==> src/design/pfm_regs.vh <==
/*
  Register offsets, field positions, reset values and pin drive kinds
  of the port function mux and PLL divider block.
  Assumes inclusion by bare name from design files of this block.
*/
`ifndef PFM_REGS_VH
`define PFM_REGS_VH

// ----------------------------------------------------------------
// register byte offsets
// ----------------------------------------------------------------
`define PFM_OFF_MODE0 8'h00
`define PFM_OFF_MODE1 8'h04
`define PFM_OFF_AUX 8'h08
`define PFM_OFF_LATCH0 8'h0C
`define PFM_OFF_LATCH1 8'h10
`define PFM_OFF_LATCH2 8'h14
`define PFM_OFF_LATCH3 8'h18
`define PFM_OFF_LATCH4 8'h1C
`define PFM_OFF_LEVEL0 8'h20
`define PFM_OFF_LEVEL1 8'h24
`define PFM_OFF_LEVEL2 8'h28
`define PFM_OFF_LEVEL3 8'h2C
`define PFM_OFF_LEVEL4 8'h30
`define PFM_OFF_PLL_DIVIDER 8'hA4

// ----------------------------------------------------------------
// field positions
// ----------------------------------------------------------------
`define PFM_PLL_R_MSB 7
`define PFM_PLL_R_LSB 4
`define PFM_PLL_N_MSB 3
`define PFM_PLL_N_LSB 0
`define PFM_M0_P3_LSB 6
`define PFM_M0_P2_LSB 4
`define PFM_M0_PRES_DISC 3
`define PFM_M0_P0_LSB 0
`define PFM_M1_P4_LSB 0
`define PFM_M1_LED_LSB 2
`define PFM_AUX_WPU_DIS 0
`define PFM_AUX_ALT_CLK_EN 1
`define PFM_AUX_SMART_CARD_INTERFACE_BLOCK_EN 2
`define PFM_AUX_SPI_EN 3

// ----------------------------------------------------------------
// reset values
// ----------------------------------------------------------------
`define PFM_RST_PLL_DIVIDER 8'h00
`define PFM_RST_MODE 8'h00
`define PFM_RST_AUX 8'h00
`define PFM_RST_LATCH 8'hFF
`define PFM_RST_LATCH4 6'h3F

// ----------------------------------------------------------------
// pin drive kinds
// ----------------------------------------------------------------
`define PFM_K_QUASI 3'h0
`define PFM_K_OPEN_DRAIN 3'h1
`define PFM_K_PUSH_PULL 3'h2
`define PFM_K_LOW_SPEED 3'h3
`define PFM_K_WPU_IN 3'h4
`define PFM_K_LED 3'h5
`define PFM_K_MPU_IN 3'h6

`endif

==> src/design/pfm_top.v <==
/*
  Port function mux for ports 0 to 4 with mode registers, port
  latches, pin level readback and the PLL divider register, on APB.
  Assumes APB master on core_clk_in; external memory, card interface
  and SPI controls arrive on the same clock; pad pins are asynchronous.
*/
// Summary of operation
// - pll divider holds R high, N low
// - pll divider clears to zero on reset
// - port 0 drives address/data strongly during access when ext_data_drive_in, else floats ones
// - port 0 default open drain, ones float
// - port 0 offers low speed, push-pull modes
// - port 1 mostly card pins, three standard
// - card io/contacts quasi, low at reset
// - presence quasi high, pull-ups removable
// - card clock/reset push-pull, low at reset
// - port 1 pin 6 is quasi slave select
// - pin 1.7 push-pull when alt clock enabled
// - port 2 drives high address during access
// - port 2 push-pull, low speed, weak input
// - ports 2-4 default quasi bidirectional
// - port 3 pins 0,1,3,4 take modes 1-3
// - port 3 pins 2,4,6,7 LED drive mode
// - pins 3.6/3.7 carry write/read strobes
// - port 4 six pins, per-pin alternates
// - port 4 pins 0-2 carry SPI signals
`timescale 1ns/100ps
`default_nettype none
`include "pfm_regs.vh"

module pfm_top #(
  parameter N_PINS = 38
) (
  input wire core_clk_in,
  input wire reset_in,
  input wire psel_in,
  input wire penable_in,
  input wire pwrite_in,
  input wire [7:0] paddr_in,
  input wire [31:0] pwdata_in,
  output wire pready_out,
  output reg [31:0] prdata_out,
  output reg pslverr_out,
  input wire ext_mem_access_in,
  input wire ext_data_drive_in,
  input wire [7:0] ext_addr_data_lo_in,
  input wire [7:0] ext_addr_hi_in,
  input wire ext_wr_strobe_n_in,
  input wire ext_rd_strobe_n_in,
  output reg [7:0] ext_read_data_out,
  input wire card_io_line_in,
  input wire card_contact_eight_in,
  input wire card_contact_four_in,
  input wire card_clock_out_in,
  input wire card_reset_out_in,
  input wire alternate_card_clock_in,
  input wire [2:0] spi_data_in,
  input wire [2:0] spi_oe_in,
  input wire [N_PINS-1:0] pin_in,
  output wire [N_PINS-1:0] pin_out,
  output wire [N_PINS-1:0] pin_oe_out,
  output wire [N_PINS-1:0] weak_pu_out,
  output wire [N_PINS-1:0] medium_pu_out,
  output wire [N_PINS-1:0] slow_out,
  output wire [N_PINS-1:0] led_out,
  output reg [N_PINS-1:0] pin_level_out,
  output wire [3:0] pll_r_divider_out,
  output wire [3:0] pll_n_divider_out
);

  // ----------------------------------------------------------------
  // registers
  // ----------------------------------------------------------------
  reg [7:0] pll_divider_q;
  reg [7:0] mode0_q;
  reg [7:0] mode1_q;
  reg [7:0] aux_q;
  reg [7:0] latch0_q;
  reg [7:0] latch1_q;
  reg [7:0] latch2_q;
  reg [7:0] latch3_q;
  reg [5:0] latch4_q;
  reg [N_PINS-1:0] sync1_q;
  reg [N_PINS-1:0] sync2_q;
  reg [N_PINS-1:0] sync3_q;
  reg [31:0] rd_data_c;
  reg hit_c;
  reg ro_c;
  reg [3*N_PINS-1:0] kind_c;
  reg [N_PINS-1:0] data_c;
  reg [N_PINS-1:0] wdis_c;
  reg [N_PINS-1:0] mdis_c;
  integer i;

  wire wr_en;
  wire setup_phase;
  wire wpu_dis;
  wire alt_clk_en;
  wire smart_card_interface_block_en;
  wire spi_en;
  wire pres_disc;
  wire [1:0] p0_mode;
  wire [1:0] p2_mode;
  wire [1:0] p3_mode;
  wire [1:0] p4_mode;
  wire [3:0] led_en;

  assign pready_out = 1'b1;
  assign setup_phase = psel_in & ~penable_in;
  assign wr_en = psel_in & penable_in & pwrite_in & hit_c & ~ro_c;
  assign wpu_dis = aux_q[`PFM_AUX_WPU_DIS];
  assign alt_clk_en = aux_q[`PFM_AUX_ALT_CLK_EN];
  assign smart_card_interface_block_en = aux_q[`PFM_AUX_SMART_CARD_INTERFACE_BLOCK_EN];
  assign spi_en = aux_q[`PFM_AUX_SPI_EN];
  assign pres_disc = mode0_q[`PFM_M0_PRES_DISC];
  assign p0_mode = mode0_q[`PFM_M0_P0_LSB +: 2];
  assign p2_mode = mode0_q[`PFM_M0_P2_LSB +: 2];
  assign p3_mode = mode0_q[`PFM_M0_P3_LSB +: 2];
  assign p4_mode = mode1_q[`PFM_M1_P4_LSB +: 2];
  assign led_en = mode1_q[`PFM_M1_LED_LSB +: 4];
  assign pll_r_divider_out = pll_divider_q[`PFM_PLL_R_MSB:`PFM_PLL_R_LSB];
  assign pll_n_divider_out = pll_divider_q[`PFM_PLL_N_MSB:`PFM_PLL_N_LSB];

  // mode codes 1..3 map to push-pull, low speed, a port-specific input
  function [2:0] mode_kind;
    input [1:0] code;
    input [2:0] kind3;
    begin
      case (code)
        2'h1: mode_kind = `PFM_K_PUSH_PULL;
        2'h2: mode_kind = `PFM_K_LOW_SPEED;
        2'h3: mode_kind = kind3;
        default: mode_kind = `PFM_K_QUASI;
      endcase
    end
  endfunction

  // ----------------------------------------------------------------
  // apb decode and readback
  // ----------------------------------------------------------------
  always @*
  begin
    rd_data_c = 32'h0000_0000;
    hit_c = 1'b1;
    case (paddr_in)
      `PFM_OFF_PLL_DIVIDER: rd_data_c[7:0] = pll_divider_q;
      `PFM_OFF_MODE0: rd_data_c[7:0] = mode0_q;
      `PFM_OFF_MODE1: rd_data_c[7:0] = mode1_q;
      `PFM_OFF_AUX: rd_data_c[7:0] = aux_q;
      `PFM_OFF_LATCH0: rd_data_c[7:0] = latch0_q;
      `PFM_OFF_LATCH1: rd_data_c[7:0] = latch1_q;
      `PFM_OFF_LATCH2: rd_data_c[7:0] = latch2_q;
      `PFM_OFF_LATCH3: rd_data_c[7:0] = latch3_q;
      `PFM_OFF_LATCH4: rd_data_c[5:0] = latch4_q;
      `PFM_OFF_LEVEL0: rd_data_c[7:0] = pin_level_out[7:0];
      `PFM_OFF_LEVEL1: rd_data_c[7:0] = pin_level_out[15:8];
      `PFM_OFF_LEVEL2: rd_data_c[7:0] = pin_level_out[23:16];
      `PFM_OFF_LEVEL3: rd_data_c[7:0] = pin_level_out[31:24];
      `PFM_OFF_LEVEL4: rd_data_c[5:0] = pin_level_out[37:32];
      default: hit_c = 1'b0;
    endcase
    ro_c = hit_c & (paddr_in >= `PFM_OFF_LEVEL0) & (paddr_in <= `PFM_OFF_LEVEL4);
  end

  // read data and error are captured in the setup cycle
  always @(posedge core_clk_in)
  begin
    if (reset_in)
    begin
      prdata_out <= 32'h0000_0000;
      pslverr_out <= 1'b0;
    end
    else if (setup_phase)
    begin
      prdata_out <= pwrite_in ? 32'h0000_0000 : rd_data_c;
      pslverr_out <= ~hit_c | (pwrite_in & ro_c);
    end
  end

  // ----------------------------------------------------------------
  // software registers
  // ----------------------------------------------------------------
  always @(posedge core_clk_in)
  begin
    if (reset_in)
    begin
      pll_divider_q <= `PFM_RST_PLL_DIVIDER;
      mode0_q <= `PFM_RST_MODE;
      mode1_q <= `PFM_RST_MODE;
      aux_q <= `PFM_RST_AUX;
      latch0_q <= `PFM_RST_LATCH;
      latch1_q <= `PFM_RST_LATCH;
      latch2_q <= `PFM_RST_LATCH;
      latch3_q <= `PFM_RST_LATCH;
      latch4_q <= `PFM_RST_LATCH4;
    end
    else if (wr_en)
    begin
      case (paddr_in)
        `PFM_OFF_PLL_DIVIDER: pll_divider_q <= pwdata_in[7:0];
        `PFM_OFF_MODE0: mode0_q <= pwdata_in[7:0];
        `PFM_OFF_MODE1: mode1_q <= pwdata_in[7:0];
        `PFM_OFF_AUX: aux_q <= pwdata_in[7:0];
        `PFM_OFF_LATCH0: latch0_q <= pwdata_in[7:0];
        `PFM_OFF_LATCH1: latch1_q <= pwdata_in[7:0];
        `PFM_OFF_LATCH2: latch2_q <= pwdata_in[7:0];
        `PFM_OFF_LATCH3: latch3_q <= pwdata_in[7:0];
        `PFM_OFF_LATCH4: latch4_q <= pwdata_in[5:0];
        default: latch4_q <= latch4_q;
      endcase
    end
  end

  // ----------------------------------------------------------------
  // pin input synchroniser and filter
  // ----------------------------------------------------------------
  always @(posedge core_clk_in)
  begin
    if (reset_in)
    begin
      sync1_q <= {N_PINS{1'b1}};
      sync2_q <= {N_PINS{1'b1}};
      sync3_q <= {N_PINS{1'b1}};
      pin_level_out <= {N_PINS{1'b1}};
      ext_read_data_out <= 8'hFF;
    end
    else
    begin
      sync1_q <= pin_in;
      sync2_q <= sync1_q;
      sync3_q <= sync2_q;
      // level follows only where the last two stages agree
      pin_level_out <= (sync2_q & sync3_q) | (pin_level_out & (sync2_q ^ sync3_q));
      ext_read_data_out <= pin_level_out[7:0];
    end
  end

  // ----------------------------------------------------------------
  // pin function selection
  // ----------------------------------------------------------------
  always @*
  begin
    kind_c = {3*N_PINS{1'b0}};
    data_c = {N_PINS{1'b1}};
    wdis_c = {N_PINS{1'b0}};
    mdis_c = {N_PINS{1'b0}};
    // port 0
    for (i = 0; i < 8; i = i + 1)
    begin
      if (ext_mem_access_in)
      begin
        kind_c[3*i +: 3] = ext_data_drive_in ? `PFM_K_PUSH_PULL : `PFM_K_OPEN_DRAIN;
        data_c[i] = ext_data_drive_in ? ext_addr_data_lo_in[i] : 1'b1;
      end
      else
      begin
        case (p0_mode)
          2'h2: kind_c[3*i +: 3] = `PFM_K_LOW_SPEED;
          2'h3: kind_c[3*i +: 3] = `PFM_K_PUSH_PULL;
          default: kind_c[3*i +: 3] = `PFM_K_OPEN_DRAIN;
        endcase
        data_c[i] = latch0_q[i];
      end
    end
    // port 1: card contacts, presence, slave select, alternate clock
    kind_c[3*8 +: 3] = `PFM_K_QUASI;
    data_c[8] = smart_card_interface_block_en & card_io_line_in;
    wdis_c[8] = wpu_dis;
    kind_c[3*9 +: 3] = `PFM_K_QUASI;
    data_c[9] = smart_card_interface_block_en & card_contact_eight_in;
    wdis_c[9] = wpu_dis;
    kind_c[3*10 +: 3] = `PFM_K_QUASI;
    data_c[10] = latch1_q[2];
    wdis_c[10] = pres_disc;
    mdis_c[10] = pres_disc;
    kind_c[3*11 +: 3] = `PFM_K_QUASI;
    data_c[11] = smart_card_interface_block_en & card_contact_four_in;
    wdis_c[11] = wpu_dis;
    kind_c[3*12 +: 3] = `PFM_K_PUSH_PULL;
    data_c[12] = smart_card_interface_block_en & card_clock_out_in;
    kind_c[3*13 +: 3] = `PFM_K_PUSH_PULL;
    data_c[13] = smart_card_interface_block_en & card_reset_out_in;
    kind_c[3*14 +: 3] = `PFM_K_QUASI;
    data_c[14] = latch1_q[6];
    kind_c[3*15 +: 3] = alt_clk_en ? `PFM_K_PUSH_PULL : `PFM_K_QUASI;
    data_c[15] = alt_clk_en ? alternate_card_clock_in : latch1_q[7];
    // port 2
    for (i = 0; i < 8; i = i + 1)
    begin
      if (ext_mem_access_in)
      begin
        kind_c[3*(16+i) +: 3] = `PFM_K_PUSH_PULL;
        data_c[16+i] = ext_addr_hi_in[i];
      end
      else
      begin
        kind_c[3*(16+i) +: 3] = mode_kind(p2_mode, `PFM_K_WPU_IN);
        data_c[16+i] = latch2_q[i];
      end
    end
    // port 3
    for (i = 0; i < 8; i = i + 1)
    begin
      data_c[24+i] = latch3_q[i];
      kind_c[3*(24+i) +: 3] = `PFM_K_QUASI;
      if (i == 0 || i == 1 || i == 3 || i == 4)
        kind_c[3*(24+i) +: 3] = mode_kind(p3_mode, `PFM_K_WPU_IN);
    end
    if (led_en[0])
      kind_c[3*26 +: 3] = `PFM_K_LED;
    if (led_en[1])
      kind_c[3*28 +: 3] = `PFM_K_LED;
    if (led_en[2])
      kind_c[3*30 +: 3] = `PFM_K_LED;
    if (led_en[3])
      kind_c[3*31 +: 3] = `PFM_K_LED;
    if (ext_mem_access_in)
    begin
      kind_c[3*30 +: 3] = `PFM_K_PUSH_PULL;
      data_c[30] = ext_wr_strobe_n_in;
      kind_c[3*31 +: 3] = `PFM_K_PUSH_PULL;
      data_c[31] = ext_rd_strobe_n_in;
    end
    // port 4
    for (i = 0; i < 6; i = i + 1)
    begin
      data_c[32+i] = latch4_q[i];
      if (i < 3)
      begin
        kind_c[3*(32+i) +: 3] = `PFM_K_QUASI;
        if (spi_en)
        begin
          kind_c[3*(32+i) +: 3] = spi_oe_in[i] ? `PFM_K_PUSH_PULL : `PFM_K_QUASI;
          data_c[32+i] = spi_oe_in[i] ? spi_data_in[i] : 1'b1;
        end
      end
      else
        kind_c[3*(32+i) +: 3] = mode_kind(p4_mode, `PFM_K_MPU_IN);
    end
  end

  // ----------------------------------------------------------------
  // pad driver cells
  // ----------------------------------------------------------------
  genvar g;
  generate
    for (g = 0; g < N_PINS; g = g + 1)
    begin : g_pin
      pfm_pin_cell u_cell (
        .core_clk_in(core_clk_in),
        .reset_in(reset_in),
        .kind_in(kind_c[3*g +: 3]),
        .data_in(data_c[g]),
        .pin_level_in(pin_level_out[g]),
        .weak_dis_in(wdis_c[g]),
        .medium_dis_in(mdis_c[g]),
        .pin_out(pin_out[g]),
        .pin_oe_out(pin_oe_out[g]),
        .weak_pu_out(weak_pu_out[g]),
        .medium_pu_out(medium_pu_out[g]),
        .slow_out(slow_out[g]),
        .led_out(led_out[g])
      );
    end
  endgenerate

endmodule // pfm_top

`default_nettype wire

==> src/design/pfm_pin_cell.v <==
/*
  One pad driver cell: turns a drive kind and a data bit into pad
  output, output enable and pull-up controls, all registered.
  Assumes pin_level_in is already synchronised on core_clk_in.
*/
`timescale 1ns/100ps
`default_nettype none
`include "pfm_regs.vh"

module pfm_pin_cell (
  input wire core_clk_in,
  input wire reset_in,
  input wire [2:0] kind_in,
  input wire data_in,
  input wire pin_level_in,
  input wire weak_dis_in,
  input wire medium_dis_in,
  output reg pin_out,
  output reg pin_oe_out,
  output reg weak_pu_out,
  output reg medium_pu_out,
  output reg slow_out,
  output reg led_out
);

  reg oe_d;
  reg weak_d;
  reg medium_d;

  // ----------------------------------------------------------------
  // drive decode
  // ----------------------------------------------------------------
  always @*
  begin
    oe_d = 1'b1;
    weak_d = 1'b0;
    medium_d = 1'b0;
    case (kind_in)
      `PFM_K_QUASI:
      begin
        oe_d = ~data_in;
        weak_d = data_in & ~weak_dis_in;
        medium_d = data_in & pin_level_in & ~medium_dis_in;
      end
      `PFM_K_OPEN_DRAIN: oe_d = ~data_in;
      `PFM_K_WPU_IN:
      begin
        oe_d = 1'b0;
        weak_d = 1'b1;
      end
      `PFM_K_MPU_IN:
      begin
        oe_d = 1'b0;
        weak_d = 1'b1;
        medium_d = pin_level_in;
      end
      default: oe_d = 1'b1;
    endcase
  end

  always @(posedge core_clk_in)
  begin
    if (reset_in)
    begin
      pin_out <= 1'b0;
      pin_oe_out <= 1'b0;
      weak_pu_out <= 1'b0;
      medium_pu_out <= 1'b0;
      slow_out <= 1'b0;
      led_out <= 1'b0;
    end
    else
    begin
      pin_out <= data_in;
      pin_oe_out <= oe_d;
      weak_pu_out <= weak_d;
      medium_pu_out <= medium_d;
      slow_out <= (kind_in == `PFM_K_LOW_SPEED);
      led_out <= (kind_in == `PFM_K_LED);
    end
  end

endmodule // pfm_pin_cell

`default_nettype wire

==> config.mk <==
export PLATFORM = sky130hd
export DESIGN_NAME = pfm_top
export DESIGN_NICKNAME = d
export VERILOG_FILES = /design/src/design/pfm_top.v /design/src/design/pfm_pin_cell.v
export VERILOG_INCLUDE_DIRS = /design/src /design/src/design
export SDC_FILE = /design/constraint.sdc
export NUM_CORES = 1
export LEC_CHECK = 0
export BUFFER_PORTS_ARGS = -buffer_cell sky130_fd_sc_hd__buf_4
export CAP_MARGIN = 20
export CORE_MARGIN = 10
export CORE_UTILIZATION = 60
export CTS_BUF_LIST = sky130_fd_sc_hd__clkbuf_8
export DETAILED_ROUTE_END_ITERATION = 8
export PLACE_DENSITY = 0.88
export SYNTH_ARGS = -nofsm -noshare
export SYNTH_HDL_FRONTEND = slang
export SYNTH_HIERARCHICAL = 1
export SYNTH_SLANG_ARGS = --single-unit
==> constraint.sdc <==
create_clock -name core_clk_in -period 6.8 [get_ports core_clk_in]
set_input_delay 1.36 -clock core_clk_in [delete_from_list [all_inputs] [get_ports core_clk_in]]
set_output_delay 1.36 -clock core_clk_in [all_outputs]
set_load 0.02 [all_outputs]
# [Word-level counts from Yosys, hierarchy flattened]
# Cells that the tools add are included.
[totals] word_cells=564 reg_bits=432
[op_classes] n_mux=146 n_eq_ne=84 magnitude_cmp=2 n_reduce_logical=47 bitwise=100
[op_table] cell="$pmux 1 s2" count=90
[op_table] cell="$pmux 6 s14" count=1
[op_table] cell="$and 38x38->38" count=2
[op_table] cell="$eq 3x3->1 const B" count=21
[op_table] cell="$and 1x1->1" count=54
[op_table] cell="$reduce_or 2->1" count=24
[op_table] cell="$eq 2x3->1 const B" count=15
[op_table] cell="$not 1->1" count=41
[op_table] cell="$eq 8x6->1 const B" count=5
[op_table] cell="$or 38x38->38" count=1
[op_table] cell="$xor 38x38->38" count=1
[op_table] cell="$logic_not 3->1" count=12
[op_table] cell="$mux 1" count=33
[op_table] cell="$eq 8x5->1 const B" count=4
[op_table] cell="$pmux 3 s3" count=3
[op_table] cell="$eq 2x2->1 const B" count=13
[op_table] cell="$pmux 2 s12" count=1
[op_table] cell="$eq 3x1->1 const B" count=7
[op_table] cell="$eq 3x2->1 const B" count=7
[op_table] cell="$mux 2" count=10
[op_table] cell="$reduce_and 2->1" count=9
[op_table] cell="$eq 2x1->1 const B" count=8
[op_table] cell="$eq 8x4->1 const B" count=2
[op_table] cell="$mux 3" count=5
[op_table] cell="other kinds (10)" count=10

# [Logic depth before layout (Yosys ltp)]
# Gate-level depths: netlist (run 1).
[logic_depth] ltp_word=8 mapped_depth=7

# [Cells and area by module]
# The synthesis (run 1) kept the hierarchy.
[by_module_without_submodules] module="pfm_top" cells_each=955 area_each_um2=9649.3 seq_area_each_um2=4784.6 n_inst=1
[by_module_without_submodules] module="pfm_pin_cell" cells_each=18 area_each_um2=221.5 seq_area_each_um2=120.1 n_inst=38

# [Least setup slack after synthesis (run 1)]
# OpenSTA, ideal clock, no wires.
[synth_path] kind="input to register" from="input ext_mem_access_in" to="register g_pin[16].u_cell.medium_pu_out" required_time_ps=6741 arrival_time_ps=3973 setup_slack_ps=2768 path_stages=5 path_buffers=2 path_cell_list="clkbuf_1 clkbuf_1 nor2b_1 and2_2 o211a_1"
[synth_via] elab_chain_len=3 word_cells_on_any_way=6 classes_between="1 x eq/ne; 3 x mux; 1 x bitwise; 1 x reduce/logical"
[synth_rtl] element="start: declaration" line="pfm_top.v:44" source="input wire ext_mem_access_in,"
[synth_rtl] element="$mux 3 *" line="pfm_top.v:290" source="if (ext_mem_access_in)"
[synth_rtl] element="net kind_c[50]" line="pfm_top.v:89" source="reg [3*N_PINS-1:0] kind_c;"
[synth_rtl] element="$eq 3x3->1 or $logic_not 3->1 (tied branches)" line="pfm_pin_cell.v:38" source="case (kind_in)"
[synth_rtl] element="$pmux 1 s2 *" line="pfm_pin_cell.v:38"
[synth_rtl] element="end signal: assignment" line="pfm_pin_cell.v:77" source="medium_pu_out <= medium_d;"
[synth_rtl] element="end: declaration" line="pfm_pin_cell.v:21" source="output reg medium_pu_out,"
# Mark *: on every way through the listed nets, which the timed path passes. The rest lies on a longest branch.
# A chain may end at the register's enable or synchronous reset.

# [Final worst setup path (run 1)]
[layout_path] from="input paddr_in[2]" to="register mode1_q[3]"
[layout_via] elab_chain_len=8 word_cells_on_any_way=24 classes_between="2 x order compare; 13 x eq/ne; 1 x mux; 5 x bitwise; 3 x reduce/logical"
[layout_rtl] element="start: declaration" line="pfm_top.v:39" source="input wire [7:0] paddr_in,"
[layout_rtl] element="$eq 8x5->1, or another cell as far along" line="pfm_top.v:145" source="case (paddr_in)"
[layout_rtl] element="$reduce_or 14->1 (no source line)"
[layout_rtl] element="$mux 1" line="pfm_top.v:145"
[layout_rtl] element="$and 1x1->1 (2 in a row)" line="pfm_top.v:162" source="ro_c = hit_c & (paddr_in >= `PFM_OFF_LEVEL0) & (paddr_in <= `PFM_OFF_LEVEL4);"
[layout_rtl] element="$not 1->1" line="pfm_top.v:110" source="assign wr_en = psel_in & penable_in & pwrite_in & hit_c & ~ro_c;"
[layout_rtl] element="$and 1x1->1" line="pfm_top.v:110"
[layout_rtl] element="$reduce_and 2->1 (no source line) *"
[layout_rtl] element="end signal: assignment" line="pfm_top.v:189" source="mode1_q <= `PFM_RST_MODE;"
[layout_rtl] element="end signal: assignment" line="pfm_top.v:202" source="`PFM_OFF_MODE1: mode1_q <= pwdata_in[7:0];"
[layout_rtl] element="end: declaration" line="pfm_top.v:76" source="reg [7:0] mode1_q;"
# Every way passes the cells marked *; elsewhere a longest branch is shown, timed or not.

==> results of run 1 <==
==> cells in the final DEF, fill, tap and decap left out, drive strengths merged, types with 24 or more instances in the layout <==
| cell type | synthesis | layout |
|---|---|---|
| dfxtp | 467 | 467 |
| o211a | 38 | 38 |
| conb | 2 | 338 |
| a22oi | 26 | 26 |
| nor2b | 87 | 87 |
| nand2 | 92 | 92 |
| mux2 | 24 | 24 |
| nor2 | 95 | 95 |
| nor3b | 76 | 76 |
| nor3 | 43 | 43 |
| mux2i | 33 | 33 |
| nor4b | 40 | 40 |
| o21a | 40 | 40 |
| or2 | 125 | 125 |
| a211o | 52 | 52 |
| buf | 52 | 387 |
| inv | 16 | 43 |
| clkbuf | 30 | 93 |
| and2 | 49 | 49 |
| ha | 42 | 42 |
| and4bb | 78 | 78 |
| nand3b | 26 | 26 |
==> cell families after synthesis <==
family,count (synthesis)
muxes,57
other,2
DFF,467
and+or+nand+nor,750
adders and majority gates,42
buffers and inverters,98
AOI/OAI and AO/OA,223
==> worst paths after layout <==
| kind | start | end | slack, ns | depth (start not counted) |
|---|---|---|---|---|
| max | paddr_in[2] | mode1_q[3] | 3.63 | 6 |
| min reg2reg | sync1_q[12] | sync2_q[12] | 0.41 | 1 |
| max reg2reg | pin_level_out[29] | prdata_out[5] | 4.90 | 5 |
| min | sync1_q[12] | sync2_q[12] | 0.41 | 1 |
==> worst max-delay path, delay by kind of cell <==
family | cells | cell delay, ns
AND/OR/NAND/NOR | 4 | 1.65
multiplexers | 1 | 0.24
buffers and inverters | 1 | 0.32
==> registers in the layout, indices dropped and copies added, names as in the netlist, 8 cells and up <==
signal / flops
g_pin.u_cell/led_out: 38
g_pin.u_cell/medium_pu_out: 38
g_pin.u_cell/pin_oe_out: 38
g_pin.u_cell/pin_out: 38
g_pin.u_cell/slow_out: 38
g_pin.u_cell/weak_pu_out: 38
pin_level_out: 38
sync1_q: 38
sync2_q: 38
sync3_q: 38
aux_q: 8
ext_read_data_out: 8
latch0_q: 8
latch1_q: 8
latch2_q: 8
latch3_q: 8
mode0_q: 8
mode1_q: 8
pll_divider_q: 8
prdata_out: 8
==> per-stage QoR <==
| stage | power (mW) | hold slack, ns | worst slack, ns | instance area (um^2) |
|---|---|---|---|---|
| 2_1_floorplan | 3.234 | 0.3895 | 2.768 | 19330 |
| 3_3_place_gp | 3.440 | 0.3913 | 3.089 | 22300 |
| 3_5_place_dp | 3.455 | 0.3936 | 3.105 | 22300 |
| 4_1_cts | 5.816 | 0.4063 | 3.703 | 23810 |
| 5_1_grt | 5.999 | 0.4108 | 3.537 | 23810 |
| 6_report | 5.792 | 0.4052 | 3.634 | 23810 |
==> power by group through the flow <==
stage / Clock (mW) / Sequential, mW / Combinational (mW)
floorplan: 0 / 2.99 / 0.246
global route: 2.54 / 2.88 / 0.582
global placement: 0 / 2.93 / 0.512
detailed placement: 0 / 2.93 / 0.525
finish: 2.38 / 2.87 / 0.540
CTS: 2.41 / 2.87 / 0.529
==> cell usage after synthesis, types with 40 or more instances <==
master,number,area share [%]
a211o_1,52,2.5
and4bb_2,78,5.4
dfxtp_1,467,52
ha_1,42,2.9
nand2_1,90,1.9
nor2_1,90,1.9
nor2b_1,87,3.0
nor3_1,43,1.2
nor3b_1,76,3.2
o21a_1,40,1.7
or2_2,125,4.3
==> cell type report <==
cell class	instances	area, um^2
clock buffers	93	1280
clock inverters	39	231.5
fillers	1806	5828
inverters	16	60.06
multi-input cells	1410	9477
flip-flops and latches	467	9349
well taps	390	488.0
repair buffers	387	2925
==> routing by layer <==
layer  track usage, %  vias to the layer above  share of wire, %
met1            33.71                     7007                40
met2            47.28                      585                48
met4            9.728                        0               2.7
met3            9.111                      109               9.7
met5                0                        -                 0
li1                 -                     6933                 -
==> flow_summary_export.csv, run 1 <==
group,metric,value,unit
status,status,"complete, no violations",
clocking,post_cts_buffers,0,
detailed_routing,wl,55900,um
critical_path,arrival,3.60,ns
pwr,sw_frac_of_total,25.16,%
sta,finalMaxSlewViolations,0,
global_route,antenna_found_initial,0,
sta,tightestPinTransition,1.034,ns
cells_and_area,layout-drive-gt1-share,33.75,%
detailed_routing,firstDrtPassIters,7,
sta,clock-skew-final,0.03136,ns
placement,dp.cells,2670,
yosys,yosys_register_bits,467,
yosys,dominantRegCellSynth,"dfxtp_1",
floorplan,die_w,193.5,um
global_route,grt_usage,28.34,%
yosys,ys_async_sr_fraction,0,%
cells_and_area,syn_to_final_growth,31.80,%
pwr,switchingPower,1.457,mW
global_route,grt_pass1_wl,85460,um
floorplan,dieArea,37450,um^2
yosys,synth_compound_area_share,9.932,%
floorplan,boundaryPins,431,
yosys,syn-cell-area,18060,um^2
pwr,power_frac_comb,9.3,%
critical_path,endpoint_kind,"flop",
global_route,grt_overflow,0,
pwr,leakage,10.91,nW
yosys,ys_seq_area_share,51.75,%
critical_path,cp-start-kind,"input port",
yosys,yosys.area_share.simple,29.24,%
yosys,synth_top_family_by_area,"simple AND/OR/NAND/NOR gates",
run,maxCapViolCount,0,
critical_path,max_stage_delay,0.75,ns
critical_path,cp_slowest_cell,"nor2b_1",
detailed_routing,vias,14630,
yosys,syn_avg_cell_area,11.02,um^2
detailed_routing,vias_per_cell,5.223,
floorplan,rows,63,
placement,port_buffers,381,
clocking,cts_buffers,74,
detailed_routing,wl_per_cell,19.95,um
sta,finalSetupViolations,0,
yosys,yosysWarnings,6,
floorplan,coreArea,29640,um^2
cells_and_area,finish.utilization,80.34,%
sta,fin_setup_tns,0,ns
critical_path,required,7.23,ns
cells_and_area,diodes,0,
pwr,ir_drop,0.0002333,V
pwr,power.internal,4.334,mW
pwr,pwr_density_cell,243.3,nW/um^2
sta,maxSlewHeadroom,31.08,%
yosys,synth_edf_count,0,
yosys,synth.distinct_cells,61,
yosys,synth_mux_area_share,3.325,%
global_route,grt_pass1_vias,15020,
sta,rsz0062_at_grt,"false",
yosys,synth_fa_ha_area_share,2.909,%
worst_hold_path,hold_class,"flop to flop",
clocking,htree_levels,3,
placement,hpwl,39320,um
floorplan,start_util,60.95,%
critical_path,path_class,"input port to flop",
clocking,path_clk_slew,0.06,ns
placement,gp_congestion,0.9557,
pwr,p_clk_share,41.1,%
detailed_routing,first_iter_violations,1089,
clocking,clkLatencyLatePin,0.60,ns
critical_path,critPathMaxFanout,24,
detailed_routing,post-route-drc-count,0,
global_route,grt_max_degree,252,
sta,fin_crit_sh,46.55,%
clocking,postCtsHoldBufs,0,
sta,hold_violations,0,
detailed_routing,ant_nets,0,
clocking,cts_sinks,467,
cells_and_area,nets,2513,
sta,min_period,3.166,ns
clocking,cts_resized,0,
sta,fmax,0.3159,GHz
pwr,p_seq_share,49.6,%
yosys,syn-instance-count,1639,
floorplan,die_h,193.5,um
clocking,cts_buffer_depth,3,
yosys,synthXorXnorAreaFrac,0,%
cells_and_area,final_cell_count_no_fill,2802,
clocking,cts_tree,"built",
critical_path,crit_chain,"buf_4 -> nor2b_1 -> nand2_1 -> nor2_8 -> mux2i_1 -> nor2_1",
clocking,clock-root-buffer,"clkbuf_8",
Note: power is estimated with default switching activity, not from simulation.
==> run 2: changes to the inputs <==
--- a/config.mk
+++ b/config.mk
@@ -9,10 +9,10 @@
 export BUFFER_PORTS_ARGS = -buffer_cell sky130_fd_sc_hd__buf_4
 export CAP_MARGIN = 20
 export CORE_MARGIN = 10
-export CORE_UTILIZATION = 60
+export CORE_UTILIZATION = 56
 export CTS_BUF_LIST = sky130_fd_sc_hd__clkbuf_8
 export DETAILED_ROUTE_END_ITERATION = 8
-export PLACE_DENSITY = 0.88
+export PLACE_DENSITY = 0.83
 export SYNTH_ARGS = -nofsm -noshare
 export SYNTH_HDL_FRONTEND = slang
 export SYNTH_HIERARCHICAL = 1
==> constraint.sdc (replaced) <==
create_clock -name core_clk_in -period 3.18 [get_ports core_clk_in]
set_input_delay 0.636 -clock core_clk_in [delete_from_list [all_inputs] [get_ports core_clk_in]]
set_output_delay 0.636 -clock core_clk_in [all_outputs]
set_load 0.02 [all_outputs]
==> run 2 against run 1 <==
Wire length up 0.81%. Sequential share of layout area shrank 0.40 points. Clock-buffer cell count fell by 2. Global-route usage is 0.95 points lower. Critical endpoint is now pin_level_out[25]. Largest cell class unchanged.
==> flow_summary_export.csv, run 2 (synthesized netlist as in run 1, its figures left out) <==
group,metric,value,unit
global_route,grt_overflow,0,
sta,fmax,0.4865,GHz
pwr,pwr_density_cell,524.0,nW/um^2
detailed_routing,wl_per_cell,19.88,um
sta,tightestPinTransition,0.7798,ns
global_route,grt_pass1_wl,84660,um
clocking,post_cts_buffers,0,
cells_and_area,final_common_cell,"dfxtp_1",
clocking,cts_buffer_depth,3,
cells_and_area,multiInputGateArea,9477,um^2
clocking,cts_buffers,76,
sta,clock-skew-final,0.02696,ns
detailed_routing,first_iter_violations,799,
floorplan,rows,65,
pwr,ir_drop,0.0004191,V
critical_path,endpoint_kind,"primary output",
sta,min_period,2.055,ns
detailed_routing,firstDrtPassIters,8,
detailed_routing,vias,14660,
detailed_routing,met2_length,26850,um
floorplan,die_w,199.6,um
sta,maxSlewHeadroom,47.91,%
sta,finalSetupViolations,0,
clocking,cts_tree,"built",
critical_path,max_stage_delay,0.59,ns
detailed_routing,top_layer,"met4",
sta,fin_setup_tns,0,ns
clocking,postCtsHoldBufs,0,
clocking,htree_levels,3,
clocking,path_clk_slew,0.06,ns
cells_and_area,fillers,2199,
detailed_routing,wl,56350,um
critical_path,cp_slowest_cell,"dfxtp_1",
critical_path,path_class,"flop to primary output",
cells_and_area,syn_to_final_growth,33.15,%
cells_and_area,diodes,0,
global_route,grt_pass1_vias,14970,
cells_and_area,layout-drive-gt1-share,34.50,%
critical_path,cp-start-kind,"flop",
detailed_routing,vias_per_cell,5.171,
pwr,leakage,11.03,nW
floorplan,coreArea,31720,um^2
clocking,cts_resized,0,
critical_path,critPathMaxFanout,4,
worst_hold_path,hp-start,"pin_in[33]",
detailed_routing,ant_nets,0,
clocking,cts_sinks,467,
global_route,antenna_found_initial,0,
detailed_routing,post-route-drc-count,0,
sta,rsz0062_at_grt,"false",
placement,port_buffers,381,
sta,hold_violations,0,
critical_path,crit_chain,"buf_4",
critical_path,reg2reg_from,"mode0_q[7]",
sta,fin_crit_sh,64.63,%
run,maxCapViolCount,0,
cells_and_area,nets,2536,
sta,whs,0.2160,ns
worst_hold_path,hold_class,"input port to flop",
placement,gp_congestion,0.9642,
placement,hpwl,40840,um
status,status,"complete, no violations",
critical_path,critPathLaunch,"pin_level_out[25]",
critical_path,path_delay_family,"flip-flops",
cells_and_area,regArea,9349,um^2
floorplan,dieArea,39840,um^2
critical_path,arrival,1.42,ns
global_route,grt_usage,27.39,%
pwr,report.power.total,12.60,mW
clocking,clkLatencyLatePin,0.60,ns
global_route,grt_max_degree,151,
critical_path,cp_num_buf_inv,1,
critical_path,required,2.54,ns
sta,finalMaxSlewViolations,0,
floorplan,start_util,56.95,%
detailed_routing,wl_met3,5673,um
cells_and_area,mostFrequentLayoutCells,"dfxtp_1 (467), buf_4 (404), conb_1 (338)",
floorplan,boundaryPins,431,
clocking,clock-root-buffer,"clkbuf_8",
detailed_routing,wl_met1,22570,um
floorplan,die_h,199.6,um
-- run 2: changes by cell type in the layout (fill, tap and decap cells not counted), moves of 4 or more --
| cell | change |
|---|---|
| inv_6 | -4 |
| inv_1 | -5 |
| buf_4 | +19 |
| clkinv_2 | +4 |
-- run 2: metal layers --
| layer | global-route usage [%] | vias up |
|---|---|---|
| met5 | 0 | - |
| met2 | 45.90 | 562 |
| met1 | 32.65 | 7018 |
| li1 | - | 6996 |
| met4 | 7.880 | 0 |
| met3 | 9.319 | 80 |
-- run 2: metrics by stage --
step / util, % / setup slack (ns) / cells / area [um^2]
2_1_floorplan: - / 0.2122 / 1975 / 19330
3_3_place_gp: 70.93 / 0.7048 / 2703 / 22500
3_5_place_dp: 70.93 / 0.6802 / 2703 / 22500
4_1_cts: 75.83 / 1.071 / 2834 / 24050
5_1_grt: 75.83 / 1.115 / 2834 / 24050
6_report: 75.83 / 1.125 / 2834 / 24050
-- run 2: final timing paths --
path	to	slack (ns)	depth (start not counted)
worst max-delay path	pin_level_out[25]	1.12	1
worst min-delay path	sync1_q[33]	0.22	2
worst max register to register	g_pin[28].u_cell/medium_pu_out	1.35	4
worst min register to register	sync2_q[23]	0.41	1
-- run 2: power by group --
| group | internal [mW] | switching (mW) | total (mW) |
|---|---|---|---|
| registers | 6.04 | 0.101 | 6.14 |
| logic | 0.496 | 0.669 | 1.16 |
| clock network | 2.88 | 2.42 | 5.30 |
-- run 2: cell type report --
class | count | area share (%)
clock buffer | 91 | 5.207
clock inverter | 40 | 1.264
inverter | 16 | 0.2497
multi-input combinational | 1410 | 39.40
sequential | 467 | 38.87
tap | 402 | 2.091
timing repair buffer | 408 | 12.92
==> run 3: changes to the inputs <==
--- a/config.mk
+++ b/config.mk
@@ -9,10 +9,10 @@
 export BUFFER_PORTS_ARGS = -buffer_cell sky130_fd_sc_hd__buf_4
 export CAP_MARGIN = 20
 export CORE_MARGIN = 10
-export CORE_UTILIZATION = 56
+export CORE_UTILIZATION = 50
 export CTS_BUF_LIST = sky130_fd_sc_hd__clkbuf_8
 export DETAILED_ROUTE_END_ITERATION = 8
-export PLACE_DENSITY = 0.83
+export PLACE_DENSITY = 0.78
 export SYNTH_ARGS = -nofsm -noshare
 export SYNTH_HDL_FRONTEND = slang
 export SYNTH_HIERARCHICAL = 1
==> constraint.sdc (replaced) <==
create_clock -name core_clk_in -period 1.8 [get_ports core_clk_in]
set_input_delay 0.36 -clock core_clk_in [delete_from_list [all_inputs] [get_ports core_clk_in]]
set_output_delay 0.36 -clock core_clk_in [all_outputs]
set_load 0.02 [all_outputs]
==> run 3 against run 2 <==
Critical path depth stayed put. Worst hold slack worse by 0.15 ns. Register-to-register slack worse by 1.2 ns. Cell count is 7.4% higher. Wire length is 5.6% higher. Sequential share of layout area is 2.1 points lower. Sequential cell count stayed put. Clock skew is 0.0020 ns lower. Clock-buffer cell count is 12 higher. Combinational power is 97% higher. Highest routed layer is now met5.
==> flow_summary_export.csv, run 3 (synthesized netlist as in run 1, its figures left out) <==
group,metric,value,unit
status,status,"complete, no violations",
detailed_routing,firstDrtPassIters,5,
floorplan,rows,69,
placement,hpwl,44550,um
critical_path,arrival,1.38,ns
global_route,grt_overflow,0,
floorplan,boundaryPins,431,
clocking,cts_sinks,467,
pwr,leakage,11.78,nW
sta,fin_setup_tns,0,ns
critical_path,cp-start-kind,"flop",
cells_and_area,mostFrequentLayoutCells,"buf_4 (504), dfxtp_1 (457), conb_1 (338)",
detailed_routing,ant_nets,0,
cells_and_area,layout-drive-gt1-share,37.19,%
cells_and_area,multiInputGateArea,9507,um^2
detailed_routing,wl_per_cell,19.56,um
global_route,grt_pass1_wl,90250,um
critical_path,path_delay_family,"flip-flops",
critical_path,required,1.44,ns
clocking,cts_tree,"built",
placement,dp.cells,2869,
global_route,grt_usage,26.11,%
placement,port_buffers,381,
critical_path,crit_chain,"buf_4",
cells_and_area,final_common_cell,"buf_4",
sta,finalSetupViolations,0,
clocking,cts_buffers,77,
critical_path,max_stage_delay,0.54,ns
run,maxCapViolCount,0,
clocking,path_clk_slew,0.07,ns
sta,hold_violations,0,
sta,fmax,0.5756,GHz
worst_hold_path,hold_class,"input port to flop",
global_route,antenna_found_initial,2,
cells_and_area,regArea,9361,um^2
sta,min_period,1.737,ns
cells_and_area,finish.utilization,71.63,%
floorplan,dieArea,44130,um^2
detailed_routing,first_iter_violations,810,
clocking,clkLatencyLatePin,0.62,ns
clocking,post_cts_buffers,0,
global_route,grt_pass1_vias,15410,
sta,fin_crit_sh,96.52,%
pwr,ir_drop,0.0006543,V
clocking,clock-root-buffer,"clkbuf_8",
sta,finalMaxSlewViolations,0,
cells_and_area,nets,2682,
detailed_routing,vias_per_cell,4.915,
floorplan,coreArea,35570,um^2
cells_and_area,final_cell_count_no_fill,3043,
placement,gp_congestion,0.9329,
sta,maxSlewHeadroom,54.73,%
global_route,grt_max_degree,129,
detailed_routing,post-route-drc-count,0,
clocking,htree_levels,3,
pwr,pwr_density_cell,885.6,nW/um^2
floorplan,die_w,210.1,um
critical_path,cp_slowest_cell,"dfxtp_1",
sta,tightestPinTransition,0.6773,ns
floorplan,start_util,50.79,%
critical_path,critPathMaxFanout,4,
sta,clock-skew-final,0.02495,ns
clocking,cts_buffer_depth,3,
floorplan,die_h,210.1,um
cells_and_area,fillers,2660,
cells_and_area,syn_to_final_growth,41.03,%
detailed_routing,wl,59530,um
critical_path,endpoint_kind,"primary output",
detailed_routing,vias,14960,
sta,rsz0062_at_grt,"false",
critical_path,path_class,"flop to primary output",
critical_path,cp_num_buf_inv,1,
[run 3: layout make-up]
type | instances | share of cell area [%]
multi-input cells | 1410 | 37.31
diodes | 1 | 0.009822
well taps | 461 | 2.264
clock inverters | 32 | 0.6777
repair buffers | 553 | 17.19
flip-flops and latches | 467 | 36.74
inverters | 16 | 0.2357
clock buffers | 103 | 5.564
[run 3: where the power goes]
part           switching, mW  internal, mW  total, mW
combinational           1.24          1.03       2.28
sequential             0.164          10.7       10.8
clock                   4.20          5.25       9.45
total                   5.61          17.0       22.6
[run 3: path summary, 6_finish.rpt]
path / start / endpoint / slack (ns) / cells after the start
setup / recovery: pin_level_out[15] / pin_level_out[15] / 0.06 / 1
hold / removal: pwdata_in[7] / latch1_q[7] / 0.07 / 3
setup reg to reg: mode0_q[6] / g_pin[27].u_cell/medium_pu_out / 0.12 / 5
hold reg to reg: sync1_q[35] / sync2_q[35] / 0.41 / 1
[run 3: stage by stage]
stage / area [um^2] / power, mW / setup WS, ns / hold WS (ns)
2_1_floorplan: 19370 / 12.22 / 0.01370 / 0.3895
3_3_place_gp: 23480 / 13.18 / -0.2437 / 0.3910
3_5_place_dp: 23480 / 13.22 / -0.2300 / 0.3923
4_1_cts: 25470 / 22.70 / 0.006327 / 0.02683
5_1_grt: 25480 / 23.40 / 0.005045 / 0.06364
6_report: 25480 / 22.56 / 0.06269 / 0.06543
[run 3: what timing repair did]
item	in CTS	in global routing
hold buffers	38	0
pin swaps	0	0
gates resized for setup	9	2
endpoints found under the setup margin	10	2
endpoints found under the hold margin	38	0
[run 3: routing by layer]
metal / track usage, % / routed length [um]
met1: 31.18 / 24480
met5: 0 / 11
met3: 8.264 / 4673
met4: 7.914 / 1435
met2: 44.02 / 28930
